==> config.mk <==
export PLATFORM = sky130hd
export DESIGN_NAME = ppc_top
export DESIGN_NICKNAME = d
export VERILOG_FILES = /design/src/hdl/ppc_pkg.sv /design/src/hdl/ppc_sync.sv /design/src/hdl/ppc_top.sv
export VERILOG_INCLUDE_DIRS = /design/src /design/src/hdl
export SDC_FILE = /design/constraint.sdc
export NUM_CORES = 1
export LEC_CHECK = 0
export ABC_AREA = 1
export BUFFER_PORTS_ARGS = -buffer_cell sky130_fd_sc_hd__buf_4
export CELL_PAD_IN_SITES_DETAIL_PLACEMENT = 0
export CELL_PAD_IN_SITES_GLOBAL_PLACEMENT = 1
export CORE_MARGIN = 3
export CORE_UTILIZATION = 30
export DETAILED_ROUTE_END_ITERATION = 16
export GPL_TIMING_DRIVEN = 0
export PLACE_DENSITY = 0.65
export SLEW_MARGIN = 20
export SYNTH_ARGS = -nofsm -noshare
export SYNTH_HDL_FRONTEND = slang
export SYNTH_SLANG_ARGS = --single-unit
export TNS_END_PERCENT = 5
==> constraint.sdc <==
create_clock -name sys_clk -period 3.2 [get_ports sys_clk]
set_input_delay 0.64 -clock sys_clk [delete_from_list [all_inputs] [get_ports sys_clk]]
set_output_delay 0.64 -clock sys_clk [all_outputs]
set_load 0.005 [all_outputs]
==> src/hdl/ppc_cfg.svh <==
`ifndef PPC_CFG_SVH
`define PPC_CFG_SVH

// ==========================================================
// Register byte addresses (index times four)
`define PPC_ADR_W 8
`define PPC_OFS_PORT5_DATA 8'h14
`define PPC_OFS_PORT6_DATA 8'h18
`define PPC_OFS_IRQ_FLAG 8'h3C
`define PPC_OFS_PORT5_DIR 8'h54
`define PPC_OFS_PORT6_DIR 8'h58
`define PPC_OFS_PULL_DOWN 8'h6C
`define PPC_OFS_OPEN_DRAIN 8'h70
`define PPC_OFS_PULL_HIGH 8'h74
`define PPC_OFS_WDT_CTRL 8'h78
`define PPC_OFS_IRQ_MASK 8'h7C
`define PPC_OFS_CORE_CTRL 8'h80

// ==========================================================
// Reset values
`define PPC_RST_DATA 8'h00
`define PPC_RST_DIR 8'hFF
`define PPC_RST_PULL_DOWN 8'hFF
`define PPC_RST_OPEN_DRAIN 8'h00
`define PPC_RST_PULL_HIGH 8'hFF
`define PPC_RST_WDT_CTRL 8'h80
`define PPC_RST_IRQ_MASK 3'h0

// ==========================================================
// Field positions
`define PPC_WDT_EN_BIT 7
`define PPC_EXT_SEL_BIT 6
`define PPC_ROPT_BIT 4
`define PPC_IRQ_TIMER 0
`define PPC_IRQ_CHANGE 1
`define PPC_IRQ_EXT 2
`define PPC_CMD_IRQ_ON_BIT 0
`define PPC_CMD_IRQ_OFF_BIT 1
`define PPC_CMD_SLEEP_BIT 2
`define PPC_WDT_MASK 8'hD0
`define PPC_P5_MASK 8'h0F

// ==========================================================
// Widths and vector
`define PPC_P5_W 4
`define PPC_P6_W 8
`define PPC_SYNC_W 12
`define PPC_IRQ_W 3
`define PPC_IRQ_VECTOR 10'h008

`endif

==> src/hdl/ppc_pkg.sv <==
package ppc_pkg;

    typedef enum logic [1:0] {
        PPC_RUN = 2'b00,
        PPC_SLEEP = 2'b01,
        PPC_WAKE = 2'b11
    } ppc_state_t;

    typedef logic [7:0] ppc_byte_t;

endpackage

==> src/hdl/ppc_sync.sv <==
`timescale 1ns/1ps
`include "ppc_cfg.svh"

module ppc_sync
    import ppc_pkg::*;
(
    input wire logic sys_clk,
    input wire logic reset,
    input wire logic ce,
    input wire logic [`PPC_SYNC_W-1:0] async_in,
    output logic [`PPC_SYNC_W-1:0] sync_out
);

    logic [`PPC_SYNC_W-1:0] meta_reg;

    // ==========================================================
    // Two stages; the first is read by the second only
    always_ff @(posedge sys_clk) begin
        if (reset) begin
            meta_reg <= '0;
            sync_out <= '0;
        end else if (ce) begin
            meta_reg <= async_in;
            sync_out <= meta_reg;
        end
    end

endmodule

==> src/hdl/ppc_top.sv <==
`timescale 1ns/1ps
`include "ppc_cfg.svh"

// Operation
// - Open-drain bit one makes port6 pin open-drain
// - Pull-high bit zero enables port6 pull-up
// - Pull-downs on port5 0-2, port6 0-3
// - Pull-down bit zero enables pull-down
// - Per-pin direction; data and direction readable
// - Direction one is input, zero drives
// - Watchdog control bit7 enables watchdog
// - Bit6 selects port6 pin0 as interrupt
// - Select zero blocks external interrupt path
// - Select one: data read shows pin level
// - Bit4 enables resistor-option reads on port5
// - Option read: fitted resistor zero, absent one
// - Port6 change raises interrupt or wake
// - Hardware sets flags, software only clears
// - Mask bits enable timer, change, external
// - Flag read returns flags AND mask
// - Global enable set and cleared by command
// - Change wake: vector 008H or next instruction

module ppc_top
    import ppc_pkg::*;
(
    input wire logic sys_clk,
    input wire logic reset,
    input wire logic ce,
    input wire logic wb_cyc_i,
    input wire logic wb_stb_i,
    input wire logic wb_we_i,
    input wire logic [`PPC_ADR_W-1:0] wb_adr_i,
    input wire logic [3:0] wb_sel_i,
    input wire logic [31:0] wb_dat_i,
    output logic [31:0] wb_dat_o,
    output logic wb_ack_o,
    input wire logic [`PPC_P5_W-1:0] port5_pin_in,
    output logic [`PPC_P5_W-1:0] port5_pin_out,
    output logic [`PPC_P5_W-1:0] port5_pin_oe_n,
    output logic [2:0] port5_pulldown_en,
    input wire logic [`PPC_P6_W-1:0] port6_pin_in,
    output logic [`PPC_P6_W-1:0] port6_pin_out,
    output logic [`PPC_P6_W-1:0] port6_pin_oe_n,
    output logic [`PPC_P6_W-1:0] port6_pullup_en,
    output logic [3:0] port6_pulldown_en,
    input wire logic timer_overflow,
    input wire logic irq_ack,
    output logic watchdog_enable,
    output logic timer_overflow_irq_en,
    output logic irq_req,
    output logic [9:0] irq_vector,
    output logic sleeping,
    output logic wake
);

    // ==========================================================
    // Decode helpers
    function automatic logic reg_hit(input logic [`PPC_ADR_W-1:0] adr,
                                     input logic [`PPC_ADR_W-1:0] ofs);
        reg_hit = (adr == ofs);
    endfunction

    logic [`PPC_P5_W-1:0] port5_data_reg;
    logic [`PPC_P6_W-1:0] port6_data_reg;
    logic [`PPC_P5_W-1:0] port5_dir_reg;
    logic [`PPC_P6_W-1:0] port6_dir_reg;
    ppc_byte_t pull_down_ctrl_reg;
    ppc_byte_t open_drain_ctrl_reg;
    ppc_byte_t pull_high_ctrl_reg;
    ppc_byte_t watchdog_pin_option_ctrl_reg;
    logic [`PPC_IRQ_W-1:0] interrupt_enable_mask_reg;
    logic [`PPC_IRQ_W-1:0] irq_flag_reg;
    logic [`PPC_P6_W-1:0] port6_snap_reg;
    logic ext_pin_prev_reg;
    logic global_irq_en_reg;
    ppc_state_t state_reg;
    ppc_state_t state_next;
    logic [`PPC_SYNC_W-1:0] pins_sync;
    logic [`PPC_P5_W-1:0] p5_sync;
    logic [`PPC_P6_W-1:0] p6_sync;
    logic bus_req;
    logic bus_wr;
    logic bus_rd_done;
    logic [31:0] rd_data;
    logic [`PPC_P5_W-1:0] p5_read;
    logic [`PPC_P6_W-1:0] p6_read;
    logic [`PPC_IRQ_W-1:0] flag_set;
    logic [`PPC_IRQ_W-1:0] flag_keep;
    logic [`PPC_IRQ_W-1:0] flag_pending;
    logic ext_sel;
    logic ropt_en;
    logic change_seen;
    logic ext_fall;

    // ==========================================================
    // Pin synchronisers
    ppc_sync u_sync (
        .sys_clk(sys_clk),
        .reset(reset),
        .ce(ce),
        .async_in({port6_pin_in, port5_pin_in}),
        .sync_out(pins_sync)
    );

    assign p5_sync = pins_sync[`PPC_P5_W-1:0];
    assign p6_sync = pins_sync[`PPC_SYNC_W-1:`PPC_P5_W];
    assign ext_sel = watchdog_pin_option_ctrl_reg[`PPC_EXT_SEL_BIT];
    assign ropt_en = watchdog_pin_option_ctrl_reg[`PPC_ROPT_BIT];

    // ==========================================================
    // Wishbone slave: ack one cycle after request, write on ack edge
    assign bus_req = wb_cyc_i && wb_stb_i;
    assign bus_wr = bus_req && wb_we_i && wb_ack_o && wb_sel_i[0];
    assign bus_rd_done = bus_req && !wb_we_i && wb_ack_o;

    always_ff @(posedge sys_clk) begin
        if (reset) begin
            wb_ack_o <= 1'b0;
            wb_dat_o <= 32'h0000_0000;
        end else if (ce) begin
            wb_ack_o <= bus_req && !wb_ack_o;
            if (bus_req && !wb_ack_o) begin
                wb_dat_o <= rd_data;
            end
        end
    end

    // ==========================================================
    // Read view of the ports
    always_comb begin
        p5_read = (port5_dir_reg & p5_sync) | (~port5_dir_reg & port5_data_reg);
        p6_read = (port6_dir_reg & p6_sync) | (~port6_dir_reg & port6_data_reg);
        if (ropt_en) begin
            p5_read[1:0] = p5_sync[1:0];
        end
        if (ext_sel) begin
            p6_read[0] = p6_sync[0];
        end
    end

    // Unmapped addresses read zero and ignore writes
    always_comb begin
        rd_data = 32'h0000_0000;
        case (1'b1)
            reg_hit(wb_adr_i, `PPC_OFS_PORT5_DATA): rd_data[3:0] = p5_read;
            reg_hit(wb_adr_i, `PPC_OFS_PORT6_DATA): rd_data[7:0] = p6_read;
            reg_hit(wb_adr_i, `PPC_OFS_IRQ_FLAG): begin
                rd_data[2:0] = irq_flag_reg & interrupt_enable_mask_reg;
            end
            reg_hit(wb_adr_i, `PPC_OFS_PORT5_DIR): rd_data[3:0] = port5_dir_reg;
            reg_hit(wb_adr_i, `PPC_OFS_PORT6_DIR): rd_data[7:0] = port6_dir_reg;
            reg_hit(wb_adr_i, `PPC_OFS_PULL_DOWN): begin
                rd_data[7:0] = pull_down_ctrl_reg;
            end
            reg_hit(wb_adr_i, `PPC_OFS_OPEN_DRAIN): begin
                rd_data[7:0] = open_drain_ctrl_reg;
            end
            reg_hit(wb_adr_i, `PPC_OFS_PULL_HIGH): begin
                rd_data[7:0] = pull_high_ctrl_reg;
            end
            reg_hit(wb_adr_i, `PPC_OFS_WDT_CTRL): begin
                rd_data[7:0] = watchdog_pin_option_ctrl_reg;
            end
            reg_hit(wb_adr_i, `PPC_OFS_IRQ_MASK): begin
                rd_data[2:0] = interrupt_enable_mask_reg;
            end
            reg_hit(wb_adr_i, `PPC_OFS_CORE_CTRL): begin
                rd_data[0] = global_irq_en_reg;
                rd_data[1] = (state_reg == PPC_SLEEP);
            end
            default: rd_data = 32'h0000_0000;
        endcase
    end

    // ==========================================================
    // Configuration registers
    always_ff @(posedge sys_clk) begin
        if (reset) begin
            port5_data_reg <= 4'(`PPC_RST_DATA);
            port6_data_reg <= `PPC_RST_DATA;
            port5_dir_reg <= 4'(`PPC_RST_DIR);
            port6_dir_reg <= `PPC_RST_DIR;
            pull_down_ctrl_reg <= `PPC_RST_PULL_DOWN;
            open_drain_ctrl_reg <= `PPC_RST_OPEN_DRAIN;
            pull_high_ctrl_reg <= `PPC_RST_PULL_HIGH;
            watchdog_pin_option_ctrl_reg <= `PPC_RST_WDT_CTRL;
            interrupt_enable_mask_reg <= `PPC_RST_IRQ_MASK;
        end else if (ce && bus_wr) begin
            if (reg_hit(wb_adr_i, `PPC_OFS_PORT5_DATA)) begin
                port5_data_reg <= wb_dat_i[3:0];
            end
            if (reg_hit(wb_adr_i, `PPC_OFS_PORT6_DATA)) begin
                port6_data_reg <= wb_dat_i[7:0];
            end
            if (reg_hit(wb_adr_i, `PPC_OFS_PORT5_DIR)) begin
                port5_dir_reg <= wb_dat_i[3:0];
            end
            if (reg_hit(wb_adr_i, `PPC_OFS_PORT6_DIR)) begin
                port6_dir_reg <= wb_dat_i[7:0];
            end
            if (reg_hit(wb_adr_i, `PPC_OFS_PULL_DOWN)) begin
                pull_down_ctrl_reg <= wb_dat_i[7:0];
            end
            if (reg_hit(wb_adr_i, `PPC_OFS_OPEN_DRAIN)) begin
                open_drain_ctrl_reg <= wb_dat_i[7:0];
            end
            if (reg_hit(wb_adr_i, `PPC_OFS_PULL_HIGH)) begin
                pull_high_ctrl_reg <= wb_dat_i[7:0];
            end
            if (reg_hit(wb_adr_i, `PPC_OFS_WDT_CTRL)) begin
                watchdog_pin_option_ctrl_reg <= wb_dat_i[7:0] & `PPC_WDT_MASK;
            end
            if (reg_hit(wb_adr_i, `PPC_OFS_IRQ_MASK)) begin
                interrupt_enable_mask_reg <= wb_dat_i[2:0];
            end
        end
    end

    // ==========================================================
    // Pin drivers; output enables are active low
    genvar gi;
    generate
        for (gi = 0; gi < `PPC_P6_W; gi++) begin : g_p6
            always_ff @(posedge sys_clk) begin
                if (reset) begin
                    port6_pin_out[gi] <= 1'b0;
                    port6_pin_oe_n[gi] <= 1'b1;
                end else if (ce) begin
                    port6_pin_out[gi] <= port6_data_reg[gi];
                    // Open drain only ever pulls low
                    port6_pin_oe_n[gi] <= port6_dir_reg[gi]
                        || (open_drain_ctrl_reg[gi] && port6_data_reg[gi])
                        || (gi == 0 && ext_sel);
                end
            end
        end
        for (gi = 0; gi < `PPC_P5_W; gi++) begin : g_p5
            always_ff @(posedge sys_clk) begin
                if (reset) begin
                    port5_pin_out[gi] <= 1'b0;
                    port5_pin_oe_n[gi] <= 1'b1;
                end else if (ce) begin
                    port5_pin_out[gi] <= port5_data_reg[gi];
                    port5_pin_oe_n[gi] <= port5_dir_reg[gi];
                end
            end
        end
    endgenerate

    // Resistor, watchdog and timer-enable outputs; bit 3 of the pull-down byte has no pin
    always_ff @(posedge sys_clk) begin
        if (reset) begin
            port6_pullup_en <= '0;
            port5_pulldown_en <= '0;
            port6_pulldown_en <= '0;
            watchdog_enable <= 1'b0;
            timer_overflow_irq_en <= 1'b0;
        end else if (ce) begin
            port6_pullup_en <= ~pull_high_ctrl_reg;
            port5_pulldown_en <= ~pull_down_ctrl_reg[2:0];
            port6_pulldown_en <= ~pull_down_ctrl_reg[7:4];
            watchdog_enable <= watchdog_pin_option_ctrl_reg[`PPC_WDT_EN_BIT];
            timer_overflow_irq_en <= interrupt_enable_mask_reg[`PPC_IRQ_TIMER];
        end
    end

    // ==========================================================
    // Event detection
    assign change_seen = (p6_sync != port6_snap_reg);
    assign ext_fall = ext_sel && ext_pin_prev_reg && !p6_sync[0];

    always_ff @(posedge sys_clk) begin
        if (reset) begin
            port6_snap_reg <= '0;
            ext_pin_prev_reg <= 1'b1;
        end else if (ce) begin
            ext_pin_prev_reg <= p6_sync[0];
            if (bus_rd_done && reg_hit(wb_adr_i, `PPC_OFS_PORT6_DATA)) begin
                port6_snap_reg <= p6_sync;
            end
        end
    end

    // Writing zero clears a flag; a same-cycle event wins
    always_comb begin
        flag_set = '0;
        flag_set[`PPC_IRQ_TIMER] = timer_overflow;
        flag_set[`PPC_IRQ_CHANGE] = change_seen;
        flag_set[`PPC_IRQ_EXT] = ext_fall;
        flag_keep = irq_flag_reg;
        if (bus_wr && reg_hit(wb_adr_i, `PPC_OFS_IRQ_FLAG)) begin
            flag_keep = irq_flag_reg & wb_dat_i[2:0];
        end
    end

    always_ff @(posedge sys_clk) begin
        if (reset) begin
            irq_flag_reg <= '0;
        end else if (ce) begin
            irq_flag_reg <= flag_keep | flag_set;
        end
    end

    assign flag_pending = irq_flag_reg & interrupt_enable_mask_reg;

    // ==========================================================
    // Global enable and sleep control
    always_ff @(posedge sys_clk) begin
        if (reset) begin
            global_irq_en_reg <= 1'b0;
        end else if (ce) begin
            if (bus_wr && reg_hit(wb_adr_i, `PPC_OFS_CORE_CTRL)
                && wb_dat_i[`PPC_CMD_IRQ_OFF_BIT]) begin
                global_irq_en_reg <= 1'b0;
            end else if (bus_wr && reg_hit(wb_adr_i, `PPC_OFS_CORE_CTRL)
                && wb_dat_i[`PPC_CMD_IRQ_ON_BIT]) begin
                global_irq_en_reg <= 1'b1;
            end else if (irq_ack) begin
                global_irq_en_reg <= 1'b0;
            end
        end
    end

    // Only the change source wakes; the watchdog reset path lies outside
    always_comb begin
        case (state_reg)
            PPC_RUN: begin
                if (bus_wr && reg_hit(wb_adr_i, `PPC_OFS_CORE_CTRL)
                    && wb_dat_i[`PPC_CMD_SLEEP_BIT]) begin
                    state_next = PPC_SLEEP;
                end else begin
                    state_next = PPC_RUN;
                end
            end
            PPC_SLEEP: begin
                if (flag_pending[`PPC_IRQ_CHANGE]) begin
                    state_next = PPC_WAKE;
                end else begin
                    state_next = PPC_SLEEP;
                end
            end
            PPC_WAKE: state_next = PPC_RUN;
            default: state_next = PPC_RUN;
        endcase
    end

    always_ff @(posedge sys_clk) begin
        if (reset) begin
            state_reg <= PPC_RUN;
            sleeping <= 1'b0;
            wake <= 1'b0;
            irq_req <= 1'b0;
            irq_vector <= 10'h000;
        end else if (ce) begin
            state_reg <= state_next;
            sleeping <= (state_next == PPC_SLEEP);
            wake <= (state_next == PPC_WAKE);
            // Without global enable the core resumes at the next step
            irq_req <= global_irq_en_reg && (|flag_pending)
                && (state_reg != PPC_SLEEP);
            irq_vector <= (global_irq_en_reg && (|flag_pending))
                ? `PPC_IRQ_VECTOR : 10'h000;
        end
    end
endmodule

==> results of run 1 <==
[worst max-delay path: cells and delay by family]
kind / cells / cell delay (ps)
compound gates: 1 / 250
simple gates: 1 / 120
buf+inv: 4 / 1260
[layer usage]
layer | part of all wire (%) | GRT usage, % | up-vias
met2 | 45 | 28.9 | 142
li1 | - | - | 3065
met4 | 2.0 | 5.48 | 0
met3 | 4.7 | 3.84 | 27
met5 | 0 | 0 | -
met1 | 49 | 26.6 | 2735
[through the flow]
| stage | area [um^2] | hold WS [ps] | power (mW) | worst slack, ps |
|---|---|---|---|---|
| floorplan | 6520 | 410 | 2.13 | 1400 |
| global placement | 7510 | 424 | 2.30 | 867 |
| detailed placement | 7510 | 426 | 2.30 | 852 |
| CTS | 8060 | 425 | 4.20 | 1300 |
| global route | 8060 | 427 | 4.34 | 1120 |
| finish | 8060 | 434 | 4.16 | 1270 |
[cell families (layout without fill, tap and decap cells)]
kind of cell	after synthesis	count (layout)	share of synthesized area, %
AND/OR/NAND/NOR	373	373	25.4
AO/OA/AOI/OAI	204	204	17.5
other	1	33	0.0586
buffers and inverters	139	256	10.5
XOR/XNOR	4	4	0.548
flip-flops	147	147	46.0
[how the worst max path moves through the flow]
stage           from               endpoint  cells after the start
2_1_floorplan     ce  pull_down_ctrl_reg[1]                     10
3_3_place_gp   reset    u_sync.sync_out[11]                      6
3_5_place_dp   reset    u_sync.sync_out[11]                      6
4_1_cts        reset    u_sync.sync_out[11]                      6
5_1_grt        reset    u_sync.sync_out[11]                      6
6_report       reset    u_sync.sync_out[11]                      6
[placed cells by master, fill, tap and decap left out, drive strengths merged]
cell and n:
buf 126, bufinv 1, nand2 181, nor2 117
xnor2 1, or2 5, clkinv 4, o211ai 25
xor2 3, o21ai 98, o31ai 2, and2 1
nand3 52, clkbuf 54, dfxtp 147, nor3 6
a221oi 3, conb 33, a21o 1, inv 68
a21oi 74, nand4 9, a31oi 1, nand3b 1
clkinvlp 3, nor4 1
[cell type report]
type / instances / area, um^2 / area share, %
Buffer: 71 / 412 / 5.10
Timing Repair Buffer: 87 / 653 / 8.10
Clock inverter: 8 / 80.1 / 0.993
Tap cell: 270 / 338 / 4.19
Multi-Input combinational cell: 614 / 2910 / 36.0
Sequential cell: 147 / 2940 / 36.5
Inverter: 68 / 258 / 3.20
Clock buffer: 22 / 474 / 5.88
[report_power, final]
group / leakage (nW) / total [mW] / switching, mW / internal, mW
clock: 0.264 / 1.90 / 0.779 / 1.12
sequential: 1.20 / 1.91 / 0.0319 / 1.88
combinational: 2.12 / 0.345 / 0.204 / 0.141
==> results.tsv, run 1 <==
stage	metric	value	unit
yosys	synth_largest_area_cell	dfxtp_1	
yosys	netlist_area	6400	um^2
sta	period_needed	1930	ps
die	coreArea	20600	um^2
global_routing	grt_first_pass_wirelength	33800	um
yosys	synth-edff-count	0	
min_path	hold_class	reg -> reg	
clock_tree	clk_latency	420	ps
global_routing	antenna_found_initial	0	
yosys	ys_async_sr_fraction	0	%
clock_tree	tritoncts	yes	
die	top_level_ports	151	
yosys	ys_top_cells_by_count	178 x nand2_1, 147 x dfxtp_1, 103 x nor2_1	
placement	place.gp.congestion	0.879	
power_and_ir_drop	powerDensity	516	nW/um^2
detailed_routing	wl	21800	um
cells_and_area	finalNetCount	1070	
yosys	yosys_warnings	0	
sta	max_slew_margin	50.8	%
die	dieArea	23100	um^2
clock_tree	hold_buffers	0	
yosys	syn-mean-instance-area	7.37	um^2
critical_path	crit_type	in -> reg	
cells_and_area	fin_util	39.1	%
cells_and_area	final_cells	1287	
critical_path	critPathSlowestCell	clkbuf_1	
sta	finalSetupTns	0	ps
global_routing	grt_pass1_vias	5705	
sta	maxSlewViolCount	0	
yosys	yosysTopAreaCellShare	46.0	%
sta	fmax	519	MHz
clock_tree	post_cts.repair.setup_buffers	0	
yosys	ys_ff_latch	147	
sta	finalCritPeriodShare	60.2	%
critical_path	crit_chain	buf_4 > inv_1 > clkbuf_1 > clkbuf_1 > o21ai_0 > nor2_1	
min_path	hp-start	pull_down_ctrl_reg[5]	
critical_path	cpMostUsedCell	clkbuf_1	
detailed_routing	drcViolationCount	0	
run_status	outcome	finished clean	
critical_path	worstPathArrival	2290	ps
power_and_ir_drop	irDropWorstVdd	340	uV
detailed_routing	vias	5969	
detailed_routing	drt_iter0_markers	358	
global_routing	overflow	0	
clock_tree	cts_sinks	147	
critical_path	worstPathMaxFanout	10	
critical_path	r2r_setup_slack	1400	ps
detailed_routing	drt.antenna.violating_nets	0	
detailed_routing	dr.pass1.iters	5	
global_routing	grt_usage	18.7	%
die	rows	52	
yosys	synthFlopType	dfxtp_1	
sta	worst_pin_slew	738	ps
global_routing	grt_max_degree	17	
clock_tree	cts_max_path_buffers	2	
min_path	whs_path_depth	1	
critical_path	start_kind	primary input	
min_path	hold_end	port6_pulldown_en[1]	
sta	setup_viol	0	
die	die_y	152	um
yosys	yosysMostFrequentCell	nand2_1	
critical_path	cp-end-kind	flip-flop	
yosys	syn_inst	868	
detailed_routing	via_per_inst	4.64	
placement	port_buffers	87	
critical_path	r2r-start	wb_ack_o	
flow_run	drv_cap	0	
yosys	synth.distinct_cells	35	
cells_and_area	syn2layout_area_growth	26.0	%
clock_tree	htreeDepth	4	
cells_and_area	diodes	0	
clock_tree	cts.repair.resized	0	
placement	dp_hpwl	16400	um
die	die_x	152	um
yosys	synth_seq_area_share	46.0	%
cells_and_area	fill_cells	2234	
placement	dp_cells	1257	
critical_path	cp_slowest_stage_delay	490	ps
sta	hold_violations	0	
sta	rsz0062_at_grt	false	
clock_tree	cts_made_buffers	17	
detailed_routing	wl_per_cell	16.9	um
critical_path	crit_required	3560	ps
clock_tree	clk_pin_slew	60	ps
critical_path	worstReg2RegEnd	pull_down_ctrl_reg[1]	
cells_and_area	drive_gt1_share	18.6	%
sta	fin_skew	8.42	ps
power_and_ir_drop	p_leak	3.58	nW
die	initial_core_util	31.0	%
yosys	ys_top_cells_by_area	dfxtp_1 46%, nand2_1 10%, o21ai_0 7.4%	
critical_path	reg2regPathDepth	7	
clock_tree	cts_root_buf	clkbuf_16	
Power figures use the tool's default switching activity.
==> run 2, diff against run 1 <==
--- a/config.mk
+++ b/config.mk
@@ -6,7 +6,7 @@
 export SDC_FILE = /design/constraint.sdc
 export NUM_CORES = 1
 export LEC_CHECK = 0
-export ABC_AREA = 1
+export ABC_AREA = 0
 export BUFFER_PORTS_ARGS = -buffer_cell sky130_fd_sc_hd__buf_4
 export CELL_PAD_IN_SITES_DETAIL_PLACEMENT = 0
 export CELL_PAD_IN_SITES_GLOBAL_PLACEMENT = 1
==> constraint.sdc (replaced) <==
create_clock -name sys_clk -period 1.7 [get_ports sys_clk]
set_input_delay 0.34 -clock sys_clk [delete_from_list [all_inputs] [get_ports sys_clk]]
set_output_delay 0.34 -clock sys_clk [all_outputs]
set_load 0.005 [all_outputs]
==> results.tsv, run 2 <==
stage	metric	value	unit	change
detailed_routing	drcViolationCount	0		unchanged
clock_tree	cts_root_buf	clkbuf_16		unchanged
yosys	yosysTopAreaCellShare	45.1	%	was 46.0%
die	top_level_ports	151		unchanged
cells_and_area	drive_gt1_share	23.9	%	was 18.6%
die	coreArea	21200	um^2	was 20600 um^2
critical_path	crit_type	reg -> reg		was in -> reg
cells_and_area	final_cell_mix	145 x dfxtp_1, 123 x buf_4, 97 x nor2_1, 93 x nand2_1, 87 x mux2i_1		was 178 x nand2_1, 147 x dfxtp_1, 123 x buf_4, 103 x nor2_1, 94 x o21ai_0
power_and_ir_drop	irDropWorstVdd	494	uV	was 340 uV
global_routing	use_met3	4.08	%	was 3.84%
yosys	yosys_warnings	0		unchanged
placement	place.gp.congestion	0.886		was 0.879
detailed_routing	drt.antenna.violating_nets	0		unchanged
critical_path	worstPathMaxFanout	7		was 10
yosys	synth-simple-area-share	19.5	%	was 25.4%
min_path	hold_class	in -> reg		was reg -> reg
run_status	outcome	complete, but fails checks		was finished clean
global_routing	grt_pass1_vias	5275		was 5705
cells_and_area	syn2layout_area_growth	29.9	%	was 26.0%
cells_and_area	finalNetCount	935		was 1070
yosys	netlist_area	6520	um^2	was 6400 um^2
sta	finalCritPeriodShare	107	%	
die	initial_core_util	30.7	%	was 31.0%
global_routing	grt_usage	18.3	%	was 18.7%
global_routing	grt_max_degree	17		unchanged
yosys	synth_largest_area_cell	dfxtp_1		unchanged
min_path	whs_path_depth	3		was 1
global_routing	overflow	0		unchanged
yosys	syn-mean-instance-area	8.93	um^2	was 7.37 um^2
clock_tree	cts_max_path_buffers	2		unchanged
sta	fin_skew	9.18	ps	was 8.42 ps
flow_run	drv_cap	0		unchanged
sta	fmax	552	MHz	
sta	maxSlewViolCount	0		unchanged
global_routing	grtUsageMet1	26.2	%	was 26.6%
cells_and_area	final_common_cell	dfxtp_1		was nand2_1
yosys	synthFlopType	dfxtp_1		unchanged
yosys	synth.distinct_cells	68		was 35
clock_tree	clk_pin_slew	70	ps	was 60 ps
clock_tree	cts_made_buffers	17		unchanged
power_and_ir_drop	p_leak	3.42	nW	was 3.58 nW
detailed_routing	wl	21900	um	was 21800 um
yosys	synth_top_family_by_area	simple AND/OR/NAND/NOR gates		unchanged
placement	place_area	7650	um^2	was 7510 um^2
yosys	synth_compound_area_share	13.1	%	was 17.5%
clock_tree	clk_latency	430	ps	was 420 ps
critical_path	cp-end-kind	flip-flop		unchanged
yosys	yosysMostFrequentCell	dfxtp_1		was nand2_1
detailed_routing	drt_iter0_markers	328		was 358
die	rows	53		was 52
yosys	ys_top_cells_by_area	dfxtp_1 45%, mux2i_1 14%, nor2_1 5.8%		was dfxtp_1 46%, nand2_1 10%, o21ai_0 7.4%
clock_tree	htreeDepth	4		unchanged
power_and_ir_drop	powerDensity	918	nW/um^2	was 516 nW/um^2
sta	worst_pin_slew	794	ps	was 738 ps
run_status	violations	negative setup slack		
sta	period_needed	1810	ps	
critical_path	worstReg2RegEnd	pull_high_ctrl_reg[6]		was pull_down_ctrl_reg[1]
yosys	synth_seq_area_share	45.1	%	was 46.0%
global_routing	use_met2	27.9	%	was 28.9%
placement	port_buffers	82		was 87
yosys	ys_top_cells_by_count	147 x dfxtp_1, 100 x nor2_1, 93 x nand2_1		was 178 x nand2_1, 147 x dfxtp_1, 103 x nor2_1
critical_path	r2r_setup_slack	-110	ps	was 1400 ps
yosys	synthXorXnorAreaFrac	1.07	%	was 0.548%
yosys	synth-edff-count	0		unchanged
clock_tree	cts_sinks	147		unchanged
placement	dp_hpwl	16100	um	was 16400 um
yosys	synth_mux_area_share	13.8	%	was 0%
die	die_y	153	um	was 152 um
sta	fin_ws	-111	ps	was 1270 ps
cells_and_area	diodes	0		unchanged
critical_path	reg2regPathDepth	7		unchanged
yosys	ys_async_sr_fraction	0	%	unchanged
detailed_routing	vias	5693		was 5969
detailed_routing	via_per_inst	4.91		was 4.64
yosys	synthAdderAreaFrac	0	%	unchanged
global_routing	antenna_found_initial	0		unchanged
critical_path	worstPathArrival	2100	ps	was 2290 ps
global_routing	gr-max-usage-layer	met2		unchanged
die	dieArea	23500	um^2	was 23100 um^2
critical_path	r2r-start	wb_ack_o		unchanged
sta	rsz0062_at_grt	true		was false
sta	setup_viol	16		was 0
min_path	hold_end	u_sync.meta_reg[11]		was port6_pulldown_en[1]
sta	timing.hold.ws	145	ps	was 434 ps
sta	hold_violations	0		unchanged
clock_tree	tritoncts	yes		unchanged
sta	max_slew_margin	47.1	%	was 50.8%
critical_path	start_kind	flip-flop		was primary input
yosys	syn_inst	730		was 868
global_routing	grt_first_pass_wirelength	32900	um	was 33800 um
critical_path	crit_required	1980	ps	was 3560 ps
yosys	ys_ff_latch	147		unchanged
detailed_routing	wl_per_cell	18.9	um	was 16.9 um
min_path	hp-start	port6_pin_in[7]		was pull_down_ctrl_reg[5]
die	die_x	153	um	was 152 um
detailed_routing	dr.pass1.iters	5		unchanged
cells_and_area	fin_area	8470	um^2	was 8060 um^2
## run 2: changes by cell type after synthesis, moves of 20 or more
| cell | before | now |
|---|---|---|
| nand3_1 | 52 | 13 |
| mux2i_1 | 0 | 89 |
| a21oi_1 | 74 | 31 |
| o21ai_0 | 94 | 29 |
| inv_1 | 58 | 8 |
| a211oi_1 | 0 | 20 |
| nand2_1 | 178 | 93 |
## run 2: worst max-delay path by stage
stage / startpoint / to / slack (ps) / cells past startpoint
finish: wb_ack_o / pull_high_ctrl_reg[6] / -110 / 7
global route: wb_ack_o / pull_high_ctrl_reg[6] / -170 / 7
CTS: wb_ack_o / pull_high_ctrl_reg[0] / -90 / 7
detailed placement: wb_adr_i[4] / port6_snap_reg[4] / -1200 / 7
global placement: wb_adr_i[4] / port6_snap_reg[1] / -1260 / 7
floorplan: wb_adr_i[5] / wb_dat_o[1] / -330 / 6
## run 2: logic make-up (layout without fill, tap and decap cells)
logic type      Yosys count  after routing
xor+xnor                  8              8
compound gates          126            126
simple gates            269            269
mux                      90             90
other cells               1             33
flops                   147            147
buf+inv                  89            211
## run 2: stage by stage
stage	utilization (%)	setup TNS [ps]	std cells	power [mW]	setup slack, ps
3_5_place_dp	36.0	-79850	1119	4.25	-1200
3_3_place_gp	36.0	-82250	1119	4.25	-1260
6_report	39.9	-1100	1159	7.77	-111
5_1_grt	39.9	-3410	1159	8.03	-174
2_1_floorplan	-	-15960	762	3.98	-325
4_1_cts	39.5	-828	1156	7.82	-85.4
## run 2: layout make-up
type,count,area [um^2]
multi-input combinational,526,3400
clock buffer,20,447
clock inverter,12,106
timing repair buffer,91,713
buffer,79,472
inverter,9,33.8
fill,2233,12800
sequential,147,2950
tap,275,344
## run 2: repair_timing
action,CTS,global route
setup endpoints to repair,99,62
cloned,0,1
pin swaps,9,3
endpoints found under the hold margin,0,0
hold buffers,0,0
setup buffers,6,2
gates resized for setup,36,17
## run 2: critical path: stages, from the launching register on
cell and delay (ps):
dfxtp_4 380, nand3_4 90, or3_4 380, buf_12 170
nor3_4 230, clkbuf_16 200, mux2i_1 170, nand2_1 60
## run 2: power breakdown
group          total (mW)  switching [mW]  internal (mW)  leakage [nW]
Sequential           3.55          0.0474           3.51          1.19
Combinational       0.645           0.376          0.269          1.96
Clock                3.57            1.52           2.05         0.263
## run 2: routing by layer
metal | part of all wire [%] | wire (um)
met4 | 1.6 | 343
met2 | 45 | 9790
met1 | 48 | 10500
met3 | 6.0 | 1310
met5 | 0 | 0
==> run 3, diff against run 2 <==
--- a/config.mk
+++ b/config.mk
@@ -10,6 +10,7 @@
 export BUFFER_PORTS_ARGS = -buffer_cell sky130_fd_sc_hd__buf_4
 export CELL_PAD_IN_SITES_DETAIL_PLACEMENT = 0
 export CELL_PAD_IN_SITES_GLOBAL_PLACEMENT = 1
+export CORE_ASPECT_RATIO = 0.5
 export CORE_MARGIN = 3
 export CORE_UTILIZATION = 30
 export DETAILED_ROUTE_END_ITERATION = 16
==> results.tsv, run 3 (synthesis results as in run 2) <==
stage	metric	value	unit	change
die	initial_core_util	31.2	%	was 30.7%
detailed_routing	drcViolationCount	0		unchanged
placement	port_buffers	82		unchanged
critical_path	crit_type	in -> reg		was reg -> reg
cells_and_area	fin_area	8590	um^2	was 8470 um^2
critical_path	cp-end-kind	flip-flop		unchanged
critical_path	crit_required	2060	ps	was 1980 ps
global_routing	overflow	0		unchanged
global_routing	grt_usage	18.8	%	was 18.3%
cells_and_area	drive_gt1_share	24.9	%	was 23.9%
power_and_ir_drop	p_seq_share	44.5	%	was 45.7%
clock_tree	cts_root_buf	clkbuf_16		unchanged
global_routing	antenna_found_initial	0		unchanged
placement	place.gp.congestion	0.901		was 0.886
placement	place_area	7670	um^2	was 7650 um^2
critical_path	critPathSlowestCell	or4b_4		was dfxtp_4
detailed_routing	drt.antenna.violating_nets	0		unchanged
sta	max_slew_margin	48.5	%	was 47.1%
sta	maxSlewViolCount	0		unchanged
critical_path	crit_chain	buf_4 > or4b_4 > or4_4 > a2111oi_4 > a2111oi_2 > o21ai_2		was nand3_4 > or3_4 > buf_12 > nor3_4 > clkbuf_16 > mux2i_1 > nand2_1
die	rows	37		was 53
detailed_routing	via_per_inst	4.90		was 4.91
power_and_ir_drop	p_leak	3.48	nW	was 3.42 nW
power_and_ir_drop	p_sw	2.04	mW	was 1.94 mW
detailed_routing	drt_iter0_markers	518		was 328
critical_path	crit_family	simple AND/OR/NAND/NOR gates		unchanged
sta	fmax	562	MHz	was 552 MHz
run_status	outcome	complete, but fails checks		unchanged
die	die_y	110	um	was 153 um
critical_path	cp_num_buf_inv	1		was 2
sta	finalCritPeriodShare	105	%	was 107%
sta	fin_skew	11.4	ps	was 9.18 ps
min_path	hold_class	in -> reg		unchanged
sta	fin_ws	-79.7	ps	was -111 ps
detailed_routing	wl_per_cell	19.0	um	was 18.9 um
detailed_routing	vias	5788		was 5693
global_routing	grt_pass1_vias	5518		was 5275
cells_and_area	finalNetCount	940		was 935
clock_tree	clk_latency	420	ps	was 430 ps
cells_and_area	syn2layout_area_growth	31.7	%	was 29.9%
sta	rsz0062_at_grt	true		unchanged
sta	setup_viol	17		was 16
die	die_x	214	um	was 153 um
clock_tree	cts_sinks	147		unchanged
power_and_ir_drop	p_sw_share	25.5	%	was 25.0%
power_and_ir_drop	irDropWorstVdd	610	uV	was 494 uV
clock_tree	clk_pin_slew	70	ps	about the same
sta	period_needed	1780	ps	was 1810 ps
critical_path	worstPathArrival	2130	ps	was 2100 ps
clock_tree	tritoncts	yes		unchanged
placement	dp_hpwl	17000	um	was 16100 um
power_and_ir_drop	powerDensity	931	nW/um^2	was 918 nW/um^2
detailed_routing	dr.pass1.iters	5		unchanged
power_and_ir_drop	p_int	5.95	mW	was 5.83 mW
die	dieArea	23600	um^2	was 23500 um^2
die	coreArea	20900	um^2	was 21200 um^2
cells_and_area	fill_cells	2161		was 2233
clock_tree	htreeDepth	4		unchanged
clock_tree	cts_max_path_buffers	2		unchanged
cells_and_area	final_cell_mix	145 x dfxtp_1, 128 x buf_4, 96 x nor2_1, 93 x nand2_1, 89 x mux2i_1		was 145 x dfxtp_1, 123 x buf_4, 97 x nor2_1, 93 x nand2_1, 87 x mux2i_1
flow_run	drv_cap	0		unchanged
die	top_level_ports	151		unchanged
critical_path	start_kind	primary input		was flip-flop
power_and_ir_drop	clockPowerShare	47.4	%	was 46.0%
clock_tree	cts_made_buffers	17		unchanged
detailed_routing	wl	22500	um	was 21900 um
critical_path	worstPathMaxFanout	7		unchanged
sta	finalSetupTns	-642	ps	was -1100 ps
global_routing	grt_first_pass_wirelength	33500	um	was 32900 um
run_status	violations	negative setup slack		unchanged
sta	hold_violations	0		unchanged
power_and_ir_drop	combPwrFrac	8.2	%	was 8.3%
sta	worst_pin_slew	773	ps	was 794 ps
cells_and_area	final_common_cell	dfxtp_1		unchanged
global_routing	grt_max_degree	17		unchanged
cells_and_area	diodes	0		unchanged
critical_path	cp_slowest_stage_delay	520	ps	was 380 ps
## run 3: final cells by class
class                      instances  area, um^2  area share (%)
multi-input combinational        526        3420            39.9
timing repair buffer              96         749            8.73
sequential                       147        2950            34.3
tap                              292         365            4.25
buffer                            79         484            5.64
inverter                           9        33.8           0.393
clock inverter                    14         154            1.79
clock buffer                      18         429            5.00
## run 3: power groups by stage
stage	logic (mW)	registers (mW)	clock network [mW]
floorplan	0.367	3.61	0
global placement	0.610	3.63	0
detailed placement	0.615	3.63	0
CTS	0.632	3.55	3.82
global route	0.711	3.56	3.99
finish	0.653	3.55	3.78
## run 3: metal layers
layer  global-route usage (%)  routed length, um  vias to the layer above
met1                     26.7              11200                     2802
met3                     4.00               1440                       15
met5                        0                  0                        -
met4                     4.17                166                        0
li1                         -                  -                     2793
met2                     29.6               9680                      178
## run 3: stage by stage
stage	setup slack, ps	power, mW	std cells	util [%]	hold WS [ps]
floorplan	-325	3.98	762	-	416
global placement	-1010	4.24	1136	36.6	437
detailed placement	-1050	4.25	1136	36.6	445
CTS	-169	8.00	1173	40.3	151
global route	-145	8.26	1181	41.0	163
finish	-79.7	7.99	1181	41.0	153
## run 3: tightest hold or removal path: cells and delay by family
family	cells	cell delay, ps
buffers and inverters	1	80
multiplexers	1	50
AND/OR/NAND/NOR	1	70
## run 3: path summary, 6_finish.rpt
path         cells after the start                  start  slack [ps]                    end
max                              6            wb_adr_i[6]         -80            wb_dat_o[1]
max reg2reg                      7               wb_ack_o         -70  pull_high_ctrl_reg[0]
min reg2reg                      1  pull_high_ctrl_reg[2]         450     port6_pullup_en[2]
min                              3        port6_pin_in[1]         150     u_sync.meta_reg[5]
## run 3: timing repair
action,CTS,global route
gates cloned,0,0
resized for setup,33,28
hold buffers,0,0
setup buffers,6,8
pin swaps,7,13
setup endpoints to repair,99,82
